<file path="src/iod_pkg.sv">
/*
 * Constants, types and a decode function for the integer opcode decoder.
 * Assumes a single core clock and instruction words already aligned.
 */
package iod_pkg;

    // ****************************************************************
    // Field positions
    // ****************************************************************
    localparam int ROW_HI    = 31;
    localparam int ROW_LO    = 29;
    localparam int COL_HI    = 28;
    localparam int COL_LO    = 26;
    localparam int SRCA_HI   = 25;
    localparam int SRCA_LO   = 21;
    localparam int SRCB_HI   = 20;
    localparam int SRCB_LO   = 16;
    localparam int DEST_HI   = 15;
    localparam int DEST_LO   = 11;
    localparam int SHAMT_HI  = 10;
    localparam int SHAMT_LO  = 6;
    localparam int HINT_BIT  = 10;
    localparam int IMM_HI    = 15;
    localparam int IMM_LO    = 0;
    localparam int FROW_HI   = 5;
    localparam int FROW_LO   = 3;
    localparam int FCOL_HI   = 2;
    localparam int FCOL_LO   = 0;
    localparam int RIROW_HI  = 20;
    localparam int RIROW_LO  = 19;
    localparam int RICOL_HI  = 18;
    localparam int RICOL_LO  = 16;

    // ****************************************************************
    // Table codes
    // ****************************************************************
    localparam logic [2:0] ROW_0      = 3'h0;
    localparam logic [2:0] ROW_1      = 3'h1;
    localparam logic [2:0] ROW_2      = 3'h2;
    localparam logic [2:0] ROW_3      = 3'h3;
    localparam logic [2:0] ROW_4      = 3'h4;
    localparam logic [2:0] ROW_5      = 3'h5;
    localparam logic [2:0] ROW_7      = 3'h7;
    localparam logic [2:0] COL_0      = 3'h0;
    localparam logic [2:0] COL_1      = 3'h1;
    localparam logic [2:0] COL_2      = 3'h2;
    localparam logic [2:0] COL_3      = 3'h3;
    localparam logic [2:0] COL_4      = 3'h4;
    localparam logic [2:0] COL_5      = 3'h5;
    localparam logic [2:0] COL_6      = 3'h6;
    localparam logic [2:0] COL_7      = 3'h7;
    localparam logic [1:0] RIROW_0    = 2'h0;
    localparam logic [1:0] RIROW_EXT  = 2'h3;
    localparam logic [5:0] DEBUG_FUNC = 6'h3F;
    localparam logic [4:0] ZERO_REG   = 5'h00;
    localparam logic [4:0] SHAMT_NOOP = 5'h00;
    localparam logic [4:0] SHAMT_SSNP = 5'h01;
    localparam logic [4:0] SHAMT_BARR = 5'h03;
    localparam logic [4:0] SHAMT_PAUS = 5'h05;
    localparam logic [1:0] COP_FP     = 2'h1;
    localparam logic [31:0] ZERO_WORD = 32'h0000_0000;

    // ****************************************************************
    // Types
    // ****************************************************************
    typedef enum logic [2:0] {
        K_OTHER        = 3'b000,
        K_REG_CLASS    = 3'b001,
        K_RIMM_CLASS   = 3'b010,
        K_XOR_IMM      = 3'b011,
        K_SECOND_CLASS = 3'b100,
        K_THIRD_CLASS  = 3'b101,
        K_FP_EXT       = 3'b110,
        K_COPROC       = 3'b111
    } iod_kind_t;

    typedef enum logic [4:0] {
        OP_OTHER              = 5'b00000,
        OP_XOR_REG            = 5'b00001,
        OP_XOR_IMM            = 5'b00010,
        OP_SUM_SIGNED         = 5'b00011,
        OP_SUM_WRAPPING       = 5'b00100,
        OP_DIFF_SIGNED        = 5'b00101,
        OP_DIFF_WRAPPING      = 5'b00110,
        OP_AND                = 5'b00111,
        OP_OR                 = 5'b01000,
        OP_SHIFT_LEFT_LOGICAL = 5'b01001,
        OP_NO_OPERATION       = 5'b01010,
        OP_SUPERSCALAR_NOOP   = 5'b01011,
        OP_EXEC_HAZARD_BAR    = 5'b01100,
        OP_PAUSE              = 5'b01101,
        OP_JUMP_REG           = 5'b01110,
        OP_JUMP_REG_BARRIER   = 5'b01111,
        OP_JUMP_LINK_REG      = 5'b10000,
        OP_JUMP_LINK_BARRIER  = 5'b10001,
        OP_BRANCH_BELOW       = 5'b10010,
        OP_BRANCH_AT_ABOVE    = 5'b10011,
        OP_BRANCH_BELOW_LK    = 5'b10100,
        OP_BRANCH_AT_ABOVE_LK = 5'b10101,
        OP_FP_EXTENDED        = 5'b10110,
        OP_DEBUG_BREAK        = 5'b10111,
        OP_EXCEPTION          = 5'b11000
    } iod_op_t;

    typedef struct packed {
        logic          valid;
        iod_op_t       op;
        logic [4:0]    dest;
        logic          wr;
        logic [31:0]   result;
        logic          resv;
        logic          cop_unusable;
        logic [1:0]    cop_num;
    } iod_state_t;

    // ****************************************************************
    // Primary opcode table, row and column
    // ****************************************************************
    function automatic iod_kind_t iod_primary_kind(input logic [2:0] row,
                                                   input logic [2:0] col);
        iod_kind_t k;
        k = K_OTHER;
        case (row)
            ROW_0: begin
                if (col == COL_0) k = K_REG_CLASS;
                else if (col == COL_1) k = K_RIMM_CLASS;
            end
            ROW_1: begin
                if (col == COL_6) k = K_XOR_IMM;
            end
            ROW_2: begin
                if (col == COL_3) k = K_FP_EXT;
                else if (col <= COL_2) k = K_COPROC;
            end
            ROW_3: begin
                if (col == COL_4) k = K_SECOND_CLASS;
                else if (col == COL_7) k = K_THIRD_CLASS;
            end
            default: k = K_OTHER;
        endcase
        return k;
    endfunction : iod_primary_kind

endpackage : iod_pkg

</file>
<file path="src/iod_path_if.sv">
/*
 * Carries primary opcode and exclusive OR operands inside the decoder.
 * Assumes all three parties sit in one clock domain.
 */
interface iod_path_if;
    import iod_pkg::*;
    logic [5:0]  primary;
    iod_kind_t   kind;
    logic [31:0] opnd_a;
    logic [31:0] opnd_b;
    logic [15:0] imm;
    logic        use_imm;
    logic [31:0] xres;
    modport lookup (input primary, output kind);
    modport xor_mp (input opnd_a, input opnd_b, input imm, input use_imm, output xres);
    modport core   (output primary, output opnd_a, output opnd_b, output imm,
                    output use_imm, input kind, input xres);
endinterface : iod_path_if

</file>
<file path="src/iod_primary_lookup.sv">
/*
 * Primary opcode lookup and exclusive OR datapath.
 * Assumes operands arrive in the same cycle as the word.
 */
module iod_primary_lookup
    import iod_pkg::*;
(
    iod_path_if.lookup lk,
    iod_path_if.xor_mp xu
);
    // ****************************************************************
    // Row and column lookup
    // ****************************************************************
    always_comb begin
        lk.kind = iod_primary_kind(lk.primary[5:3], lk.primary[2:0]);
    end

    // ****************************************************************
    // Bitwise exclusive OR
    // ****************************************************************
    always_comb begin
        if (xu.use_imm) begin
            xu.xres = xu.opnd_a ^ {16'h0000, xu.imm};
        end else begin
            xu.xres = xu.opnd_a ^ xu.opnd_b;
        end
    end
endmodule : iod_primary_lookup

</file>
<file path="src/integer_opcode_decoder.sv">
/*
 * Integer opcode decoder: classifies each instruction word, computes
 * exclusive OR results and flags reserved or unusable codes.
 * Assumes fetch supplies a word and its two source register values
 * together, and configuration inputs are static while running.
 */
module iod_integer_opcode_decoder
    import iod_pkg::*;
(
    input  wire logic        ref_clk,
    input  wire logic        nrst,
    input  wire logic        instr_valid,
    input  wire logic [31:0] instr_word,
    input  wire logic [31:0] source_a_value,
    input  wire logic [31:0] source_b_value,
    input  wire logic        rev2_impl,
    input  wire logic        fp64_enabled,
    input  wire logic [3:0]  cop_usable,
    input  wire logic        debug_impl,
    input  wire logic        ext_module_impl,
    input  wire logic        second_class_impl,
    output logic             op_valid,
    output iod_op_t          op_code,
    output logic [4:0]       dest_reg,
    output logic             dest_write,
    output logic [31:0]      result,
    output logic             reserved_instr,
    output logic             cop_unusable,
    output logic [1:0]       cop_num
);
    // ****************************************************************
    // Internal paths
    // ****************************************************************
    iod_path_if  path ();
    iod_state_t  st;
    iod_state_t  next_st;
    logic [4:0]  source_b_field;
    logic [4:0]  dest_field;
    logic [4:0]  shift_amount_field;
    logic [2:0]  frow;
    logic [2:0]  fcol;
    logic [1:0]  ri_row;
    logic [2:0]  ri_col;
    logic [1:0]  coproc;

    assign source_b_field     = instr_word[SRCB_HI:SRCB_LO];
    assign dest_field         = instr_word[DEST_HI:DEST_LO];
    assign shift_amount_field = instr_word[SHAMT_HI:SHAMT_LO];
    assign frow               = instr_word[FROW_HI:FROW_LO];
    assign fcol               = instr_word[FCOL_HI:FCOL_LO];
    assign ri_row             = instr_word[RIROW_HI:RIROW_LO];
    assign ri_col             = instr_word[RICOL_HI:RICOL_LO];
    assign coproc             = instr_word[COL_HI - 1:COL_LO];

    assign path.primary = instr_word[ROW_HI:COL_LO];
    assign path.opnd_a  = source_a_value;
    assign path.opnd_b  = source_b_value;
    assign path.imm     = instr_word[IMM_HI:IMM_LO];
    assign path.use_imm = (path.kind == K_XOR_IMM);

    iod_primary_lookup u_lookup (
        .lk (path.lookup),
        .xu (path.xor_mp)
    );

    // ****************************************************************
    // Decode
    // ****************************************************************
    always_comb begin
        next_st              = '0;
        next_st.valid        = instr_valid;
        next_st.op           = OP_OTHER;
        next_st.dest         = ZERO_REG;
        next_st.result       = ZERO_WORD;
        case (path.kind)
            K_REG_CLASS: begin
                case (frow)
                    ROW_0: begin
                        if (fcol == COL_0) begin
                            if (source_b_field == ZERO_REG && dest_field == ZERO_REG) begin
                                if (shift_amount_field == SHAMT_NOOP) begin
                                    next_st.op = OP_NO_OPERATION;
                                end else if (shift_amount_field == SHAMT_SSNP) begin
                                    next_st.op = OP_SUPERSCALAR_NOOP;
                                end else if (shift_amount_field == SHAMT_BARR) begin
                                    next_st.op = rev2_impl ? OP_EXEC_HAZARD_BAR
                                                           : OP_NO_OPERATION;
                                end else if (shift_amount_field == SHAMT_PAUS) begin
                                    if (rev2_impl) begin
                                        next_st.op = OP_PAUSE;
                                    end else begin
                                        next_st.resv = 1'b1;
                                    end
                                end else begin
                                    next_st.op = OP_SHIFT_LEFT_LOGICAL;
                                end
                            end else begin
                                next_st.op   = OP_SHIFT_LEFT_LOGICAL;
                                next_st.dest = dest_field;
                                next_st.wr   = 1'b1;
                            end
                        end
                    end
                    ROW_1: begin
                        if (fcol == COL_0 || fcol == COL_1) begin
                            if (instr_word[HINT_BIT] && !rev2_impl) begin
                                next_st.resv = 1'b1;
                            end else if (fcol == COL_0) begin
                                next_st.op = instr_word[HINT_BIT] ? OP_JUMP_REG_BARRIER
                                                                  : OP_JUMP_REG;
                            end else begin
                                next_st.op = instr_word[HINT_BIT] ? OP_JUMP_LINK_BARRIER
                                                                  : OP_JUMP_LINK_REG;
                                next_st.dest = dest_field;
                                next_st.wr   = 1'b1;
                            end
                        end
                    end
                    ROW_4: begin
                        next_st.dest = dest_field;
                        next_st.wr   = 1'b1;
                        case (fcol)
                            COL_0: next_st.op = OP_SUM_SIGNED;
                            COL_1: next_st.op = OP_SUM_WRAPPING;
                            COL_2: next_st.op = OP_DIFF_SIGNED;
                            COL_3: next_st.op = OP_DIFF_WRAPPING;
                            COL_4: next_st.op = OP_AND;
                            COL_5: next_st.op = OP_OR;
                            COL_6: begin
                                next_st.op     = OP_XOR_REG;
                                next_st.result = path.xres;
                            end
                            default: begin
                                next_st.op   = OP_OTHER;
                                next_st.dest = ZERO_REG;
                                next_st.wr   = 1'b0;
                            end
                        endcase
                    end
                    ROW_5: begin
                        if (fcol == COL_0) next_st.resv = 1'b1;
                    end
                    ROW_7: begin
                        next_st.resv = 1'b1;
                    end
                    default: next_st.op = OP_OTHER;
                endcase
            end
            K_RIMM_CLASS: begin
                if (ri_row == RIROW_0) begin
                    case (ri_col)
                        COL_0:   next_st.op = OP_BRANCH_BELOW;
                        COL_1:   next_st.op = OP_BRANCH_AT_ABOVE;
                        COL_2:   next_st.op = OP_BRANCH_BELOW_LK;
                        COL_3:   next_st.op = OP_BRANCH_AT_ABOVE_LK;
                        default: next_st.op = OP_OTHER;
                    endcase
                end else if (ri_row == RIROW_EXT && ri_col <= COL_3) begin
                    next_st.resv = !ext_module_impl;
                end
            end
            K_XOR_IMM: begin
                next_st.op     = OP_XOR_IMM;
                next_st.result = path.xres;
                next_st.dest   = source_b_field;
                next_st.wr     = 1'b1;
            end
            K_SECOND_CLASS: begin
                if (instr_word[FROW_HI:FCOL_LO] == DEBUG_FUNC) begin
                    if (debug_impl) begin
                        next_st.op = OP_DEBUG_BREAK;
                    end else begin
                        next_st.resv = 1'b1;
                    end
                end else begin
                    next_st.resv = !second_class_impl;
                end
            end
            K_THIRD_CLASS: begin
                next_st.resv = !rev2_impl;
            end
            K_FP_EXT: begin
                next_st.cop_num = COP_FP;
                if (!cop_usable[COP_FP]) begin
                    next_st.cop_unusable = 1'b1;
                end else if (!(rev2_impl && fp64_enabled)) begin
                    next_st.resv = 1'b1;
                end else begin
                    next_st.op = OP_FP_EXTENDED;
                end
            end
            K_COPROC: begin
                next_st.cop_num      = coproc;
                next_st.cop_unusable = !cop_usable[coproc];
            end
            default: next_st.op = OP_OTHER;
        endcase
        if (next_st.resv || next_st.cop_unusable) begin
            next_st.op     = OP_EXCEPTION;
            next_st.wr     = 1'b0;
            next_st.dest   = ZERO_REG;
            next_st.result = ZERO_WORD;
        end
        if (!instr_valid) begin
            next_st = '0;
        end
    end

    // ****************************************************************
    // State register
    // ****************************************************************
    always_ff @(posedge ref_clk or negedge nrst) begin
        if (!nrst) begin
            st <= '0;
        end else begin
            st <= next_st;
        end
    end

    // ****************************************************************
    // Outputs
    // ****************************************************************
    assign op_valid       = st.valid;
    assign op_code        = st.op;
    assign dest_reg       = st.dest;
    assign dest_write     = st.wr;
    assign result         = st.result;
    assign reserved_instr = st.resv;
    assign cop_unusable   = st.cop_unusable;
    assign cop_num        = st.cop_num;

endmodule : iod_integer_opcode_decoder

</file>
<file path="config.mk">
export PLATFORM = sky130hd
export DESIGN_NAME = iod_integer_opcode_decoder
export DESIGN_NICKNAME = d
export VERILOG_FILES = /design/src/iod_pkg.sv /design/src/iod_path_if.sv /design/src/iod_primary_lookup.sv /design/src/integer_opcode_decoder.sv
export SDC_FILE = /design/constraint.sdc
export NUM_CORES = 1
export LEC_CHECK = 0
export BUFFER_PORTS_ARGS = -buffer_cell sky130_fd_sc_hd__buf_2
export CAP_MARGIN = 5
export CORE_MARGIN = 4
export CORE_UTILIZATION = 35
export CTS_BUF_LIST = sky130_fd_sc_hd__clkbuf_4 sky130_fd_sc_hd__clkbuf_8 sky130_fd_sc_hd__clkbuf_16
export CTS_CLUSTER_SIZE = 14
export DETAILED_ROUTE_END_ITERATION = 7
export MAX_ROUTING_LAYER = met4
export PLACE_DENSITY = 0.67
export SYNTH_ARGS = -nofsm -noshare
export SYNTH_HDL_FRONTEND = slang
export SYNTH_HIERARCHICAL = 1
export SYNTH_SLANG_ARGS = --single-unit
</file>
<file path="constraint.sdc">
create_clock -name ref_clk -period 0.8 [get_ports ref_clk]
set_input_delay 0.08 -clock ref_clk [delete_from_list [all_inputs] [get_ports ref_clk]]
set_output_delay 0.08 -clock ref_clk [all_outputs]
set_load 0.01 [all_outputs]
</file>
==> metrics.cfg <==
[die]
dieHeight_um = 98.6
die_w_um = 98.6
dieArea_um2 = 9710
core_um2 = 7850
ios = 156
row_count = 32
initial_core_util_pct = 36.6

[critical_path]
crit_chain = buf_12, xnor2_2, nand3_2, o22ai_4, buf_6, and3b_2, buf_12, buf_12, mux2i_4, xnor2_1, and2_1
worst-setup-path-type = primary input to flip-flop
arrival_ns = 1.85
cp_common_cell = buf_12
cpMaxStageDelayCell = mux2i_4
endpoint_kind = flip-flop
critical_path.top_delay_family = buffers and inverters
slowest_delay_ns = 0.24
crit_required_ns = 0.99
startpoint_type = primary input
worst-path-buf-inv = 4
cp_max_fo = 6

[layout]
fin_cells = 633
final_cell_mix = buf_2 (131), buf_4 (67), dfrtp_1 (48), and2_1 (32), buf_6 (30)
n_antenna_cell = 0
largest_reg_flops = 32
nNetsFinal = 638
postLayoutCoreUtil_pct = 67.8
areaGrowthSynthToFinish_pct = 85.3
mostFrequentLayoutCell = buf_2
drive_above_1_share_pct = 63.1

[pwr]
seqPwrFrac_pct = 44.4
p_leak_nw = 2.58
p_per_area_nw_per_um2 = 1030
p_total_w = 0.00549
p_sw_w = 0.00154
peakVddDrop_mv = 0.643
combPwrFrac_pct = 27.0
swShare_pct = 28.0
p_int_w = 0.00395
power_frac_clock_pct = 28.6

[routing]
wirelength_mm = 10.5
drtIter0Drc = 145
num_vias = 3121
drtPass1Iterations = 4
wl_per_cell_um = 16.6
viasPerCell = 4.93
drcViolationCount = 0
ant_nets = 0

[place]
place.gp.congestion = 0.909
place_ws_ns = -1.34
port_buffers = 150
dp_hpwl_mm = 7.42
dp.cells = 605

[global_routing]
grt_pass1_vias = 3341
grt_pass1_wl_mm = 16.0
antenna_found_initial = 0
grt_max_degree = 49
grt_overflow_total = 0
grt_use_total_pct = 20.9

[clocking]
clk_pin_slew_ns = 0.10
numCtsBuffers = 5
root_buffer = clkbuf_8
cts_tree = built
cts_max_path_buffers = 2
cts_sinks = 48
htree_num_levels = 2

[min_path]
min_path_type = primary input to flip-flop

[sta]
fin_crit_sh_pct = 208
drv_slew = 0
period_needed_ns = 1.66
worst_slack_ns = -0.863
tightest_slew_ns = 0.543
max-slew-margin-rel_pct = 62.9
max_freq_ghz = 0.601
rsz0062_at_grt = yes
final_hold_viol_count = 0
finalSetupViolCount = 95
setup_tns_ns = -39.83

[flow_run]
timing.max_cap.violations = 0

[outcome]
outcome = finished with violations
violations = setup timing

[logic_synthesis]
ys_ff_latch = 48
ys_warn_count = 6
syn_nets = 406
ys_seq_area_share_pct = 41.8
synth_edf_count = 0
avgSynthCellArea_um2 = 9.63
synth_ff_type = dfrtp_1
async_flop_share_pct = 100
netlist_area_um2 = 2870
yosysUniqueCellTypes = 54
synthCells = 298

cells in the mapped netlist, types with 3 or more instances:
cell type / instances / share of area [%]
nand2_1: 12 / 1.6
clkbuf_1: 4 / 0.52
mux2i_1: 18 / 6.3
nor2b_1: 3 / 0.65
inv_1: 4 / 0.52
nor3_1: 12 / 2.1
dfrtp_1: 48 / 42
o21ai_0: 3 / 0.52
buf_2: 5 / 0.87
a22oi_1: 4 / 1.0
a2111oi_0: 3 / 0.92
a31oi_1: 5 / 1.1
a21oi_1: 8 / 1.4
nand4_1: 3 / 0.65
nand2b_1: 22 / 4.8
xnor2_1: 34 / 10
nor2_1: 26 / 3.4
nand3_1: 7 / 1.2
o21a_1: 3 / 0.78
and2_1: 36 / 7.8
cells by family (layout without fill, tap and decap cells):
kind of cell / count (synthesis) / in the layout / synth area share, %
xor gates and xnor gates: 35 / 35 / 10.7
DFF: 48 / 48 / 41.8
and+or+nand+nor: 139 / 139 / 27.9
muxes: 18 / 18 / 6.28
adders and majority gates: 1 / 1 / 0.392
AOI/OAI and AO/OA: 40 / 40 / 10.1
buffers and inverters: 17 / 250 / 2.88
layer usage:
metal / GRT usage (%) / wire length, um
met1: 24.1 / 4020
met2: 37.1 / 5490
met4: 5.15 / 180
met3: 4.39 / 822
met5: - / 0
what timing repair did:
action | in CTS | in global routing
setup endpoints to repair | 95 | 95
gates resized for setup | 60 | 71
buffers inserted | 13 | 6
pin swaps | 20 | 35
gates cloned | 3 | 2
hold buffers | 1 | 0
hold endpoints to repair | 48 | 0
area by class of cell:
type	count	area, um2
Clock inverter	2	13.8
Inverter	5	21.3
Sequential cell	48	1200
Multi-Input combinational cell	233	2200
Clock buffer	6	82.6
Fill cell	625	2530
Timing Repair Buffer	237	1670
Tap cell	102	128
through the flow:
stage               instance area [um2]  hold slack, ns
global route                       5320          0.0683
global placement                   4390          0.0829
floorplan                          3060          -0.216
detailed placement                 4390          0.0917
CTS                                4980          0.0370
finish                             5320          0.0570
power groups by stage:
stage / registers, W / clock network, W / logic, W
6_report: 0.00244 / 0.00157 / 0.00148
5_1_grt: 0.00244 / 0.00169 / 0.00160
4_1_cts: 0.00244 / 0.00158 / 0.00133
3_5_place_dp: 0.00249 / 0 / 0.00115
3_3_place_gp: 0.00249 / 0 / 0.00113
2_1_floorplan: 0.00250 / 0 / 0.000461
path summary, 6_finish.rpt:
check                              startpoint          to  depth (start not counted)
max                            instr_word[26]   result[2]                         11
min                        source_a_value[14]  result[14]                          3
max in group asynchronous                nrst  result[31]                          3
min in group asynchronous                nrst  op_code[3]                          3
Note: power is estimated with default switching activity, not from simulation.
